--- config.mk ---
export PLATFORM = sky130hd
export DESIGN_NAME = ampst_top
export DESIGN_NICKNAME = d
export VERILOG_FILES = /design/src/logic/ampst_pkg.sv /design/src/logic/ampst_sync.sv /design/src/logic/ampst_top.sv
export VERILOG_INCLUDE_DIRS = /design/src /design/src/logic
export SDC_FILE = /design/constraint.sdc
export NUM_CORES = 1
export LEC_CHECK = 0
export BUFFER_PORTS_ARGS = -buffer_cell sky130_fd_sc_hd__buf_2
export CAP_MARGIN = 20
export CORE_MARGIN = 8
export CORE_UTILIZATION = 39
export DETAILED_ROUTE_END_ITERATION = 7
export GPL_ROUTABILITY_DRIVEN = 0
export PLACE_DENSITY = 0.78
export SYNTH_ARGS = -nofsm -noshare
export SYNTH_HDL_FRONTEND = slang
export SYNTH_SLANG_ARGS = --single-unit
--- constraint.sdc ---
create_clock -name clk -period 2.6 [get_ports clk]
set_clock_uncertainty 0.1 [all_clocks]
set_input_delay 0.39 -clock clk [delete_from_list [all_inputs] [get_ports clk]]
set_output_delay 0.39 -clock clk [all_outputs]
set_load 0.01 [all_outputs]
--- src/logic/ampst_regs.svh ---
/*
  Register offsets, field positions and reset values of the amplifier status block.
  Assumes inclusion by bare name from design files.
*/
`ifndef AMPST_REGS_SVH
`define AMPST_REGS_SVH
`define AMPST_CTRL_OFF 8'h00
`define AMPST_STAT_OFF 8'h04
`define AMPST_STAT_RST 32'h0000_0000
`define AMPST_CTRL_RST 32'h0000_0000
`define AMPST_AMP0_EN_BIT 0
`define AMPST_AMP1_EN_BIT 1
`define AMPST_TRG0_EN_BIT 4
`define AMPST_TRG1_EN_BIT 5
`define AMPST_IRQ0_EN_BIT 8
`define AMPST_IRQ1_EN_BIT 9
`define AMPST_LVL0_BIT 0
`define AMPST_LVL1_BIT 1
`define AMPST_FLG0_BIT 4
`define AMPST_FLG1_BIT 5
`define AMPST_SYNC_STAGES 2
`endif

--- src/logic/ampst_pkg.sv ---
/*
  Types shared by the amplifier status block.
  Assumes nothing beyond a SystemVerilog compiler.
*/
`default_nettype none
package ampst_pkg;
  // Register bus word
  typedef logic [31:0] ampst_word_t;
endpackage : ampst_pkg
`default_nettype wire

--- src/logic/ampst_sync.sv ---
/*
  Two-stage level synchronizer with change detection for one trigger channel.
  Assumes a synchronous active-high reset on the bus clock.
*/
`default_nettype none
module ampst_sync
  import ampst_pkg::*;
(
  // Clock and reset
  input wire logic clk,
  input wire logic rst,
  // Raw level and gating
  input wire logic trig_in,
  input wire logic trig_en,
  // Results
  output logic level,
  output logic change
);
  // All state of the synchronizer
  typedef struct packed {
    logic s1;
    logic s2;
    logic prev;
  } ampst_sync_st_t;
  ampst_sync_st_t st_r, st_nxt;

  // Next state: shift chain, remember gated level
  always_comb begin
    st_nxt = st_r;
    st_nxt.s1 = trig_in;
    st_nxt.s2 = st_r.s1;
    st_nxt.prev = st_r.s2 & trig_en;
  end

  // Register the state
  always_ff @(posedge clk) begin
    if (rst) begin
      st_r <= '0;
    end else begin
      st_r <= st_nxt;
    end
  end

  // Gated level, forced low when buffer disabled
  assign level = st_r.s2 & trig_en;
  // Change on either edge of gated level
  assign change = level ^ st_r.prev;
endmodule : ampst_sync
`default_nettype wire

--- src/logic/ampst_top.sv ---
/*
  Amplifier trigger output status block: control and status registers, level readback,
  sticky change flags, interrupt request.
  Assumes a simple synchronous register port (select, write strobe, byte address, data)
  and trigger inputs asynchronous to the bus clock, taken in through two-stage synchronizers.
*/
`default_nettype none
`include "ampst_regs.svh"

module ampst_top
  import ampst_pkg::*;
(
  // Clock and reset
  input wire logic clk,
  input wire logic rst,
  // Register port
  input wire logic reg_sel,
  input wire logic reg_wr,
  input wire logic [7:0] reg_addr,
  input wire logic [31:0] reg_wdata,
  output logic [31:0] reg_rdata,
  // Trigger buffer raw outputs
  input wire logic amp0_trig_in,
  input wire logic amp1_trig_in,
  // Analog controls
  output logic amp0_enable,
  output logic amp1_enable,
  output logic amp0_trigger_buffer_enable,
  output logic amp1_trigger_buffer_enable,
  // Comparator interrupt request
  output logic cmp_irq
);
  // All state of the block
  typedef struct packed {
    logic [31:0] ctrl;
    logic flg0;
    logic flg1;
    logic [31:0] rdata;
    logic irq;
  } ampst_st_t;
  ampst_st_t st_r, st_nxt;

  // Synchronizer results
  logic lvl0, lvl1, chg0, chg1;
  // Decoded strobes
  logic wr_ctrl, wr_stat, rd_any;

  // Channel 0 synchronizer
  ampst_sync u_sync0 (
    .clk(clk),
    .rst(rst),
    .trig_in(amp0_trig_in),
    .trig_en(st_r.ctrl[`AMPST_TRG0_EN_BIT]),
    .level(lvl0),
    .change(chg0)
  );
  // Channel 1 synchronizer
  ampst_sync u_sync1 (
    .clk(clk),
    .rst(rst),
    .trig_in(amp1_trig_in),
    .trig_en(st_r.ctrl[`AMPST_TRG1_EN_BIT]),
    .level(lvl1),
    .change(chg1)
  );

  // Address decode
  assign wr_ctrl = reg_sel & reg_wr & (reg_addr == `AMPST_CTRL_OFF);
  assign wr_stat = reg_sel & reg_wr & (reg_addr == `AMPST_STAT_OFF);
  assign rd_any = reg_sel & ~reg_wr;

  // Status word assembly
  function automatic ampst_word_t stat_word(input logic l0, input logic l1,
                                            input logic f0, input logic f1);
    ampst_word_t w;
    w = '0;
    w[`AMPST_LVL0_BIT] = l0;
    w[`AMPST_LVL1_BIT] = l1;
    w[`AMPST_FLG0_BIT] = f0;
    w[`AMPST_FLG1_BIT] = f1;
    return w;
  endfunction : stat_word

  // Next state
  always_comb begin
    st_nxt = st_r;
    // Control write keeps only defined bits
    if (wr_ctrl) begin
      st_nxt.ctrl = '0;
      st_nxt.ctrl[`AMPST_AMP0_EN_BIT] = reg_wdata[`AMPST_AMP0_EN_BIT];
      st_nxt.ctrl[`AMPST_AMP1_EN_BIT] = reg_wdata[`AMPST_AMP1_EN_BIT];
      st_nxt.ctrl[`AMPST_TRG0_EN_BIT] = reg_wdata[`AMPST_TRG0_EN_BIT];
      st_nxt.ctrl[`AMPST_TRG1_EN_BIT] = reg_wdata[`AMPST_TRG1_EN_BIT];
      st_nxt.ctrl[`AMPST_IRQ0_EN_BIT] = reg_wdata[`AMPST_IRQ0_EN_BIT];
      st_nxt.ctrl[`AMPST_IRQ1_EN_BIT] = reg_wdata[`AMPST_IRQ1_EN_BIT];
    end
    // Write one clears a flag
    if (wr_stat && reg_wdata[`AMPST_FLG0_BIT]) begin
      st_nxt.flg0 = 1'b0;
    end
    if (wr_stat && reg_wdata[`AMPST_FLG1_BIT]) begin
      st_nxt.flg1 = 1'b0;
    end
    // Set wins over clear
    if (chg0) begin
      st_nxt.flg0 = 1'b1;
    end
    if (chg1) begin
      st_nxt.flg1 = 1'b1;
    end
    // Registered read data
    if (rd_any) begin
      case (reg_addr)
        `AMPST_CTRL_OFF: st_nxt.rdata = st_r.ctrl;
        `AMPST_STAT_OFF: st_nxt.rdata = stat_word(lvl0, lvl1, st_r.flg0, st_r.flg1);
        default: st_nxt.rdata = '0;
      endcase
    end
    // Interrupt from enabled flags
    st_nxt.irq = (st_nxt.flg0 & st_nxt.ctrl[`AMPST_IRQ0_EN_BIT]) |
                 (st_nxt.flg1 & st_nxt.ctrl[`AMPST_IRQ1_EN_BIT]);
  end

  // Register the state
  always_ff @(posedge clk) begin
    if (rst) begin
      st_r.ctrl <= `AMPST_CTRL_RST;
      st_r.flg0 <= 1'b0;
      st_r.flg1 <= 1'b0;
      st_r.rdata <= '0;
      st_r.irq <= 1'b0;
    end else begin
      st_r <= st_nxt;
    end
  end

  // Outputs straight from flip-flops
  assign reg_rdata = st_r.rdata;
  assign amp0_enable = st_r.ctrl[`AMPST_AMP0_EN_BIT];
  assign amp1_enable = st_r.ctrl[`AMPST_AMP1_EN_BIT];
  assign amp0_trigger_buffer_enable = st_r.ctrl[`AMPST_TRG0_EN_BIT];
  assign amp1_trigger_buffer_enable = st_r.ctrl[`AMPST_TRG1_EN_BIT];
  assign cmp_irq = st_r.irq;

  // Checks: control register takes written enables
  a_ctrl_amp0: assert property (@(posedge clk) disable iff (rst)
    wr_ctrl |=> amp0_enable == $past(reg_wdata[`AMPST_AMP0_EN_BIT]))
    else $error("amp0 enable not taken");
  a_trg_en: assert property (@(posedge clk) disable iff (rst)
    wr_ctrl |=> amp1_trigger_buffer_enable == $past(reg_wdata[`AMPST_TRG1_EN_BIT]))
    else $error("trigger1 enable not taken");
  a_trg0_en: assert property (@(posedge clk) disable iff (rst)
    wr_ctrl |=> amp0_trigger_buffer_enable == $past(reg_wdata[`AMPST_TRG0_EN_BIT]))
    else $error("trigger0 enable not taken");
  // Checks: sticky change flags
  a_stat_reset: assert property (@(posedge clk)
    rst |=> !st_r.flg0 && !st_r.flg1)
    else $error("flags not reset");
  a_flag1_set: assert property (@(posedge clk) disable iff (rst)
    chg1 |=> st_r.flg1)
    else $error("flag1 missed change");
  a_flag0_set: assert property (@(posedge clk) disable iff (rst)
    chg0 |=> st_r.flg0)
    else $error("flag0 missed change");
  a_flag_hold: assert property (@(posedge clk) disable iff (rst)
    st_r.flg0 && !(wr_stat && reg_wdata[`AMPST_FLG0_BIT]) |=> st_r.flg0)
    else $error("flag0 lost without clear");
  a_flag1_hold: assert property (@(posedge clk) disable iff (rst)
    st_r.flg1 && !(wr_stat && reg_wdata[`AMPST_FLG1_BIT]) |=> st_r.flg1)
    else $error("flag1 lost without clear");
  a_flag_clear: assert property (@(posedge clk) disable iff (rst)
    wr_stat && reg_wdata[`AMPST_FLG1_BIT] && !chg1 |=> !st_r.flg1)
    else $error("flag1 not cleared");
  a_flag0_clear: assert property (@(posedge clk) disable iff (rst)
    wr_stat && reg_wdata[`AMPST_FLG0_BIT] && !chg0 |=> !st_r.flg0)
    else $error("flag0 not cleared");
  // Checks: level sync latency and status word readback
  a_lvl1_gate: assert property (@(posedge clk) disable iff (rst)
    rd_any && (reg_addr == `AMPST_STAT_OFF) && !amp1_trigger_buffer_enable
      |=> !reg_rdata[`AMPST_LVL1_BIT])
    else $error("level1 not gated");
  a_lvl0_gate: assert property (@(posedge clk) disable iff (rst)
    rd_any && (reg_addr == `AMPST_STAT_OFF) && !amp0_trigger_buffer_enable
      |=> !reg_rdata[`AMPST_LVL0_BIT])
    else $error("level0 not gated");
  a_lvl0_sync: assert property (@(posedge clk) disable iff (rst)
    amp0_trigger_buffer_enable [*3] |-> lvl0 == $past(amp0_trig_in, 2))
    else $error("level0 sync latency");
  a_lvl1_sync: assert property (@(posedge clk) disable iff (rst)
    amp1_trigger_buffer_enable [*3] |-> lvl1 == $past(amp1_trig_in, 2))
    else $error("level1 sync latency");
  a_stat_rd_lvl: assert property (@(posedge clk) disable iff (rst)
    rd_any && (reg_addr == `AMPST_STAT_OFF) |=> reg_rdata[1:0] == $past({lvl1, lvl0}))
    else $error("level bits misread");
  a_stat_rd_flg: assert property (@(posedge clk) disable iff (rst)
    rd_any && (reg_addr == `AMPST_STAT_OFF) |=> reg_rdata[5:4] == $past({st_r.flg1, st_r.flg0}))
    else $error("flag bits misread");
  a_rd_unmapped: assert property (@(posedge clk) disable iff (rst)
    rd_any && (reg_addr != `AMPST_CTRL_OFF) && (reg_addr != `AMPST_STAT_OFF)
      |=> reg_rdata == '0)
    else $error("unmapped read not zero");
  // Checks: comparator interrupt request
  a_irq_flag: assert property (@(posedge clk) disable iff (rst)
    cmp_irq |-> (st_r.flg0 && st_r.ctrl[8]) || (st_r.flg1 && st_r.ctrl[9]))
    else $error("irq without enabled flag");
  a_irq_set: assert property (@(posedge clk) disable iff (rst)
    (st_r.flg0 && st_r.ctrl[`AMPST_IRQ0_EN_BIT]) ||
      (st_r.flg1 && st_r.ctrl[`AMPST_IRQ1_EN_BIT]) |-> cmp_irq)
    else $error("enabled flag without irq");
  // Main scenarios reached
  c_flag0: cover property (@(posedge clk) disable iff (rst) chg0 ##1 wr_stat);
  c_irq: cover property (@(posedge clk) disable iff (rst) $rose(cmp_irq));
  c_clash: cover property (@(posedge clk) disable iff (rst) chg1 && wr_stat && reg_wdata[5]);
  c_gate: cover property (@(posedge clk) disable iff (rst) !amp1_trigger_buffer_enable && chg1);
  c_clear0: cover property (@(posedge clk) disable iff (rst)
    wr_stat && reg_wdata[`AMPST_FLG0_BIT] && st_r.flg0);
endmodule : ampst_top
`default_nettype wire

[After elaboration in Yosys (flattened, before gate mapping)]
Index checks and enable logic that the tools add are counted.
Word-level totals
  bits in registers: 47
  bits in latches: 0
  memory bits (writable): 0
  bits in read-only memories: 0
  logic and storage cells: 34
  memories: 0
Operators by class
  add/sub/neg operators: 0
  $mul: 0
  divide/modulo/power cells: 0
  order comparisons: 0
  eq/ne operators: 1
  shifts and indexed selects: 0
  multiplexer cells: 6
  bitwise logic cells: 12
  reductions and logical operators: 3
Operators with widths (number)
  one-hot mux 10 bit (2 select lines): 1
  two-way mux 10 bit: 1
  AND 1 bit: 8
  equality test 8 x 3 -> 1 bit (second input constant): 1
  logical NOT 8 bit: 1
  two-way mux 1 bit: 4
  logical AND 1 bit: 2
  XOR 1 bit: 2
  NOT 1 bit: 1
  bitwise OR 1 bit: 1

[Longest topological paths before layout]
  depth after elaboration: 7
  depth in mapped cells: 5
  mapped depth without buffers: 4

[Cells and area by module]
From an unflattened synthesis, not the netlist that was laid out.
Second synthesis, totals
  cell total of the unflattened synthesis: 114
  area, all modules: 1094.8 um^2
Modules (own cells, without submodules)
  ampst_top: instances 1, cells each 96, area an instance 889.6 um^2, sequential area each 300.3 um^2
  ampst_sync: instances 2, cells each 9, area an instance 102.6 um^2, sequential area each 60.1 um^2

[Worst setup path after synthesis]
No wires, ideal clock.
  path type: input to register
  start: in reg_addr[6]
  end: reg st_r (netlist bit cmp_irq)
  library setup time: 0.073 ns
  arrival time: 1.923 ns
  path slack: 0.505 ns
  cell stages on the path: 4
  cells stage by stage: or4_4 -> nor4_4 -> mux2_4 -> o22ai_2
On the way
  longest elaborated chain between the ends: 7
  elaborated cells on any way between the ends: 14
  those cells by class: eq/ne: 1; mux: 5; bitwise: 5; reduce/logical: 3
Ends and longest elaborated chain
  start: declaration: line ampst_top.sv:19  | input wire logic [7:0] reg_addr,
  equality test 8 x 3 -> 1 bit
  AND 1 bit: line ampst_top.sv:69  | assign wr_stat = reg_sel & reg_wr & (reg_addr == `AMPST_STAT_OFF);
  logical AND 1 bit (on tied branches): line ampst_top.sv:98, ampst_top.sv:101
  two-way mux 1 bit (on tied branches): line ampst_top.sv:98, ampst_top.sv:101
  two-way mux 1 bit (on tied branches): line ampst_top.sv:105, ampst_top.sv:108
  AND 1 bit (on tied branches): line ampst_top.sv:120, ampst_top.sv:121
  bitwise OR 1 bit *: line ampst_top.sv:120  | st_nxt.irq = (st_nxt.flg0 & st_nxt.ctrl[`AMPST_IRQ0_EN_BIT]) |
  end signal: assignment: line ampst_top.sv:133  | st_r <= st_nxt;
  end: declaration: line ampst_top.sv:41  | ampst_st_t st_r, st_nxt;
Every way passes the cells marked *; elsewhere a longest branch is shown, timed or not.
A chain may end at the register's enable or synchronous reset.

[Worst setup path in the final report]
  start: in reg_addr[6]
  end: reg st_r (netlist bit amp1_trigger_buffer_enable)
On the way
  longest elaborated chain between the ends: 2
Ends and longest elaborated chain
  logical NOT 8 bit
  AND 1 bit: line ampst_top.sv:68  | assign wr_ctrl = reg_sel & reg_wr & (reg_addr == `AMPST_CTRL_OFF);
No other way between the ends.

==> run summary <==
The run finished with clean final reports. Power comes to 0.531 mW. The clock transition at the register clock pins on the worst setup and hold paths after CTS works out to 0.11 ns.

In this run the worst path has a maximum fanout of 4. The worst-case IR drop observed on VDD is 374 µV. Yosys instantiated no cell more often than sky130_fd_sc_hd__buf_4. The fraction of the yosys area taken by sequential cells is 38.0%. Power spread over the standard cell area amounts to 453 nW/µm².

The number of maximum-capacitance violations is 0, and the clock sink count is 21. The run gives 0 as the post-CTS resize count. The critical path launch point type was a primary input. The vias per cell was 4.39.

The worst setup path is captured at a flip-flop. Summing all multi-input logic gate instances after layout gives 509 µm². The start point of the worst hold path is amp0_trig_in.

Beginning of the critical path: reg_addr[6]. The slowest stage of the critical path is the sky130_fd_sc_hd__or4_4 cell. Main flop type after synthesis: sky130_fd_sc_hd__dfxtp_1. The post-layout utilization of the core is 42.8%, and the number of enable flip-flop cells after synthesis is 0.

The clock network fraction of total power came out at 29.0%. For this run, the total global-route usage over all layers was measured as 9.35%. Yosys attributes the largest share of cell area to sky130_fd_sc_hd__dfxtp_1, sky130_fd_sc_hd__buf_4, sky130_fd_sc_hd__mux2i_1, sky130_fd_sc_hd__nand3_1, sky130_fd_sc_hd__nor2_1.

For the final routed database, the setup TNS stands at 0 ns. The critical path contains buffers and inverters numbering 2 combined. The fraction of the cycle the final worst path needs was 70.0%. The worst setup path is of the primary input to flip-flop kind. The die is 69.3 µm tall.

The number of global-route vias before repair was 834; the first-pass GRT wire length was 3.80 mm. The biggest area contributor in the post-synthesis netlist is sky130_fd_sc_hd__dfxtp_1. The number of antenna cells inserted was 0; the number of instances in the synthesized netlist was 127. Data arrives at the worst endpoint at 1.91 ns. The hold buffer count at CTS is 0.

The floorplan step defined a core boundary enclosing 2730 µm². Post-CTS timing repair inserted 0 buffers for setup. Once detail routing completed, the nets flagged for antenna violations numbered 0.

Setup violations remaining at the end of the flow were counted as 0. The cell sitting at the root of the clock tree is a sky130_fd_sc_hd__clkbuf_4. The synthesis warning total was 0. Net switching is 24.6% of the power. Number of distinct library cells after synthesis: 26. Setup repair after global routing left no endpoint under its margin.

In the final layout, flip-flops and latches occupy 420 µm². The floorplan step set the die width to 69.3 µm. In the final design database the tool counted 199 nets. The number of buffers created by CTS is 3, and the async set-reset flop share out of synthesis is 0%. Counting the fill cells in the layout gives 281. After detailed routing, the total wire length is 2.21 mm. The routed layout has 803 vias.

The count of endpoints failing hold in the final timing report was 0. The initial utilization of the core area, before any placement, comes to 40.5%. The dominant delay contributor by cell family on the critical path was simple AND/OR/NAND/NOR gates.

The run gives 0.549 GHz as the peak clock frequency supported by timing. TritonCTS built the clock tree. The largest net degree at the start of global routing was 22; the total internal power was 0.400 mW.

The tools report the row count as 19. The tools report the number of ports placed on the die boundary as 83. The number of storage elements in the synthesis netlist is 21, and the number of input and output port buffers inserted is 30.

Before antenna repair, the detailed router went through 4 iterations. The required time of the critical path came out at 2.69 ns. The die covers 4800 µm².

The final hold slack was 0.187 ns; the area of the mapped netlist was 1110 µm². The layout cell share with drive strength beyond 1 is 26.3%. The min-delay analysis places its worst path in the category primary input to flip-flop. Dividing the detail-routed wire length by the instance count gives 12.1 µm. Post-DP HPWL: 1.87 mm.

For this design the total switching power over the nets is 0.131 mW. The max-slew violation count is 0. The worst register-to-register path begins at amp0_trigger_buffer_enable. The signal on the critical path passes through buf_2 > or4_4 > nor4_4 > buf_4 > mux2i_1 > nor2_1.

The detailed router finished its first iteration with 15 violations. Relative to the synthesized area, the layout overhead comes to 5.88%. The largest single stage delay on the critical path is 0.58 ns. The average size of a mapped cell is 8.71 µm². For this run, design rule violations remaining after detail routing come to 0. The area fraction of the dominant cell type after synthesis is 38.0%, and the global route total overflow is 0. The leakage power figure was 0.536 nW; the final critical delay including setup and external delays was 1.82 ns. By count the netlist is led by sky130_fd_sc_hd__buf_4, sky130_fd_sc_hd__dfxtp_1, sky130_fd_sc_hd__nor2_1.

Deepest clock path buffer count: 2. The number of antenna violations at the first check in global routing was 0; the latest clock arrival within the worst-skew pair was 0.30 ns. Per report_power, the combinational group accounts for 9.6% of the total. Of the total power, registers draw 61.4%. The level count of the clock H-tree was 1.
[state kept, by name (all words and copies together), names as in the netlist]
signal,count
amp1_trigger_buffer_enable,1
u_sync0.st_nxt,1
reg_rdata,6
u_sync1.st_r,2
amp1_enable,1
st_r,4
amp0_enable,1
u_sync1.st_nxt,1
cmp_irq,1
u_sync0.st_r,2
amp0_trigger_buffer_enable,1
[power by group through the flow]
stage	registers (mW)	clock network, mW	logic, mW
4_1_cts	0.326	0.161	0.0500
3_5_place_dp	0.333	0	0.0500
3_3_place_gp	0.333	0	0.0490
2_1_floorplan	0.333	0	0.0612
5_1_grt	0.326	0.179	0.0569
6_report	0.326	0.154	0.0512
[layer usage]
metal | GRT usage, % | share of wire [%] | vias up
met5 | 0 | 0 | -
met4 | 4.78 | 2.1 | 0
met3 | 3.72 | 9.9 | 5
met2 | 15.3 | 45 | 43
met1 | 10.2 | 43 | 347
li1 | - | - | 408
[area by class of cell]
cell class / count / area share [%]
multi-input combinational: 91 / 43.5
inverter: 5 / 1.60
sequential: 21 / 35.9
clock buffer: 4 / 2.24
tap: 31 / 3.31
timing repair buffer: 31 / 13.5
[cell usage in the layout (no fill, tap or decap)]
cell type and n:
sky130_fd_sc_hd__a21boi_0 1, sky130_fd_sc_hd__a21oi_1 6, sky130_fd_sc_hd__a311o_1 1, sky130_fd_sc_hd__and3b_1 1
sky130_fd_sc_hd__buf_2 30, sky130_fd_sc_hd__buf_4 1, sky130_fd_sc_hd__clkbuf_1 1, sky130_fd_sc_hd__clkbuf_4 3
sky130_fd_sc_hd__conb_1 26, sky130_fd_sc_hd__dfxtp_1 21, sky130_fd_sc_hd__inv_1 5, sky130_fd_sc_hd__mux2_2 2
sky130_fd_sc_hd__mux2_4 1, sky130_fd_sc_hd__mux2i_1 5, sky130_fd_sc_hd__nand2_1 9, sky130_fd_sc_hd__nand2b_1 4
sky130_fd_sc_hd__nand3_1 9, sky130_fd_sc_hd__nor2_1 10, sky130_fd_sc_hd__nor2b_1 5, sky130_fd_sc_hd__nor3_1 3
sky130_fd_sc_hd__nor4_4 1, sky130_fd_sc_hd__o211a_1 1, sky130_fd_sc_hd__o21ai_0 2, sky130_fd_sc_hd__o22ai_2 1
sky130_fd_sc_hd__or3_1 1, sky130_fd_sc_hd__or4_4 1, sky130_fd_sc_hd__xor2_1 1
[worst paths after layout]
path | slack, ns | cells past startpoint | end
max | 0.78 | 6 | amp1_trigger_buffer_enable
min | 0.19 | 2 | u_sync0.st_nxt[1]
max reg2reg | 1.28 | 4 | cmp_irq
min reg2reg | 0.35 | 1 | u_sync1.st_r[1]
[stage by stage]
stage	instances	instance area (µm²)	worst slack (ns)
after detailed placement	179	1140	0.428
after global routing	183	1170	0.730
after CTS	183	1170	0.767
after floorplan	152	1200	0.505
after global placement	179	1140	0.484
final	183	1170	0.780
[logic make-up (layout without fill, tap and decap cells)]
group	Yosys count	count (layout)	synth area share, %
flops	21	21	38.0
simple gates	44	44	21.3
other cells	1	26	0.339
buf+inv	40	40	24.4
compound gates	12	12	7.24
mux	8	8	7.92
xor+xnor	1	1	0.792
Note: power is estimated with default switching activity, not from simulation.
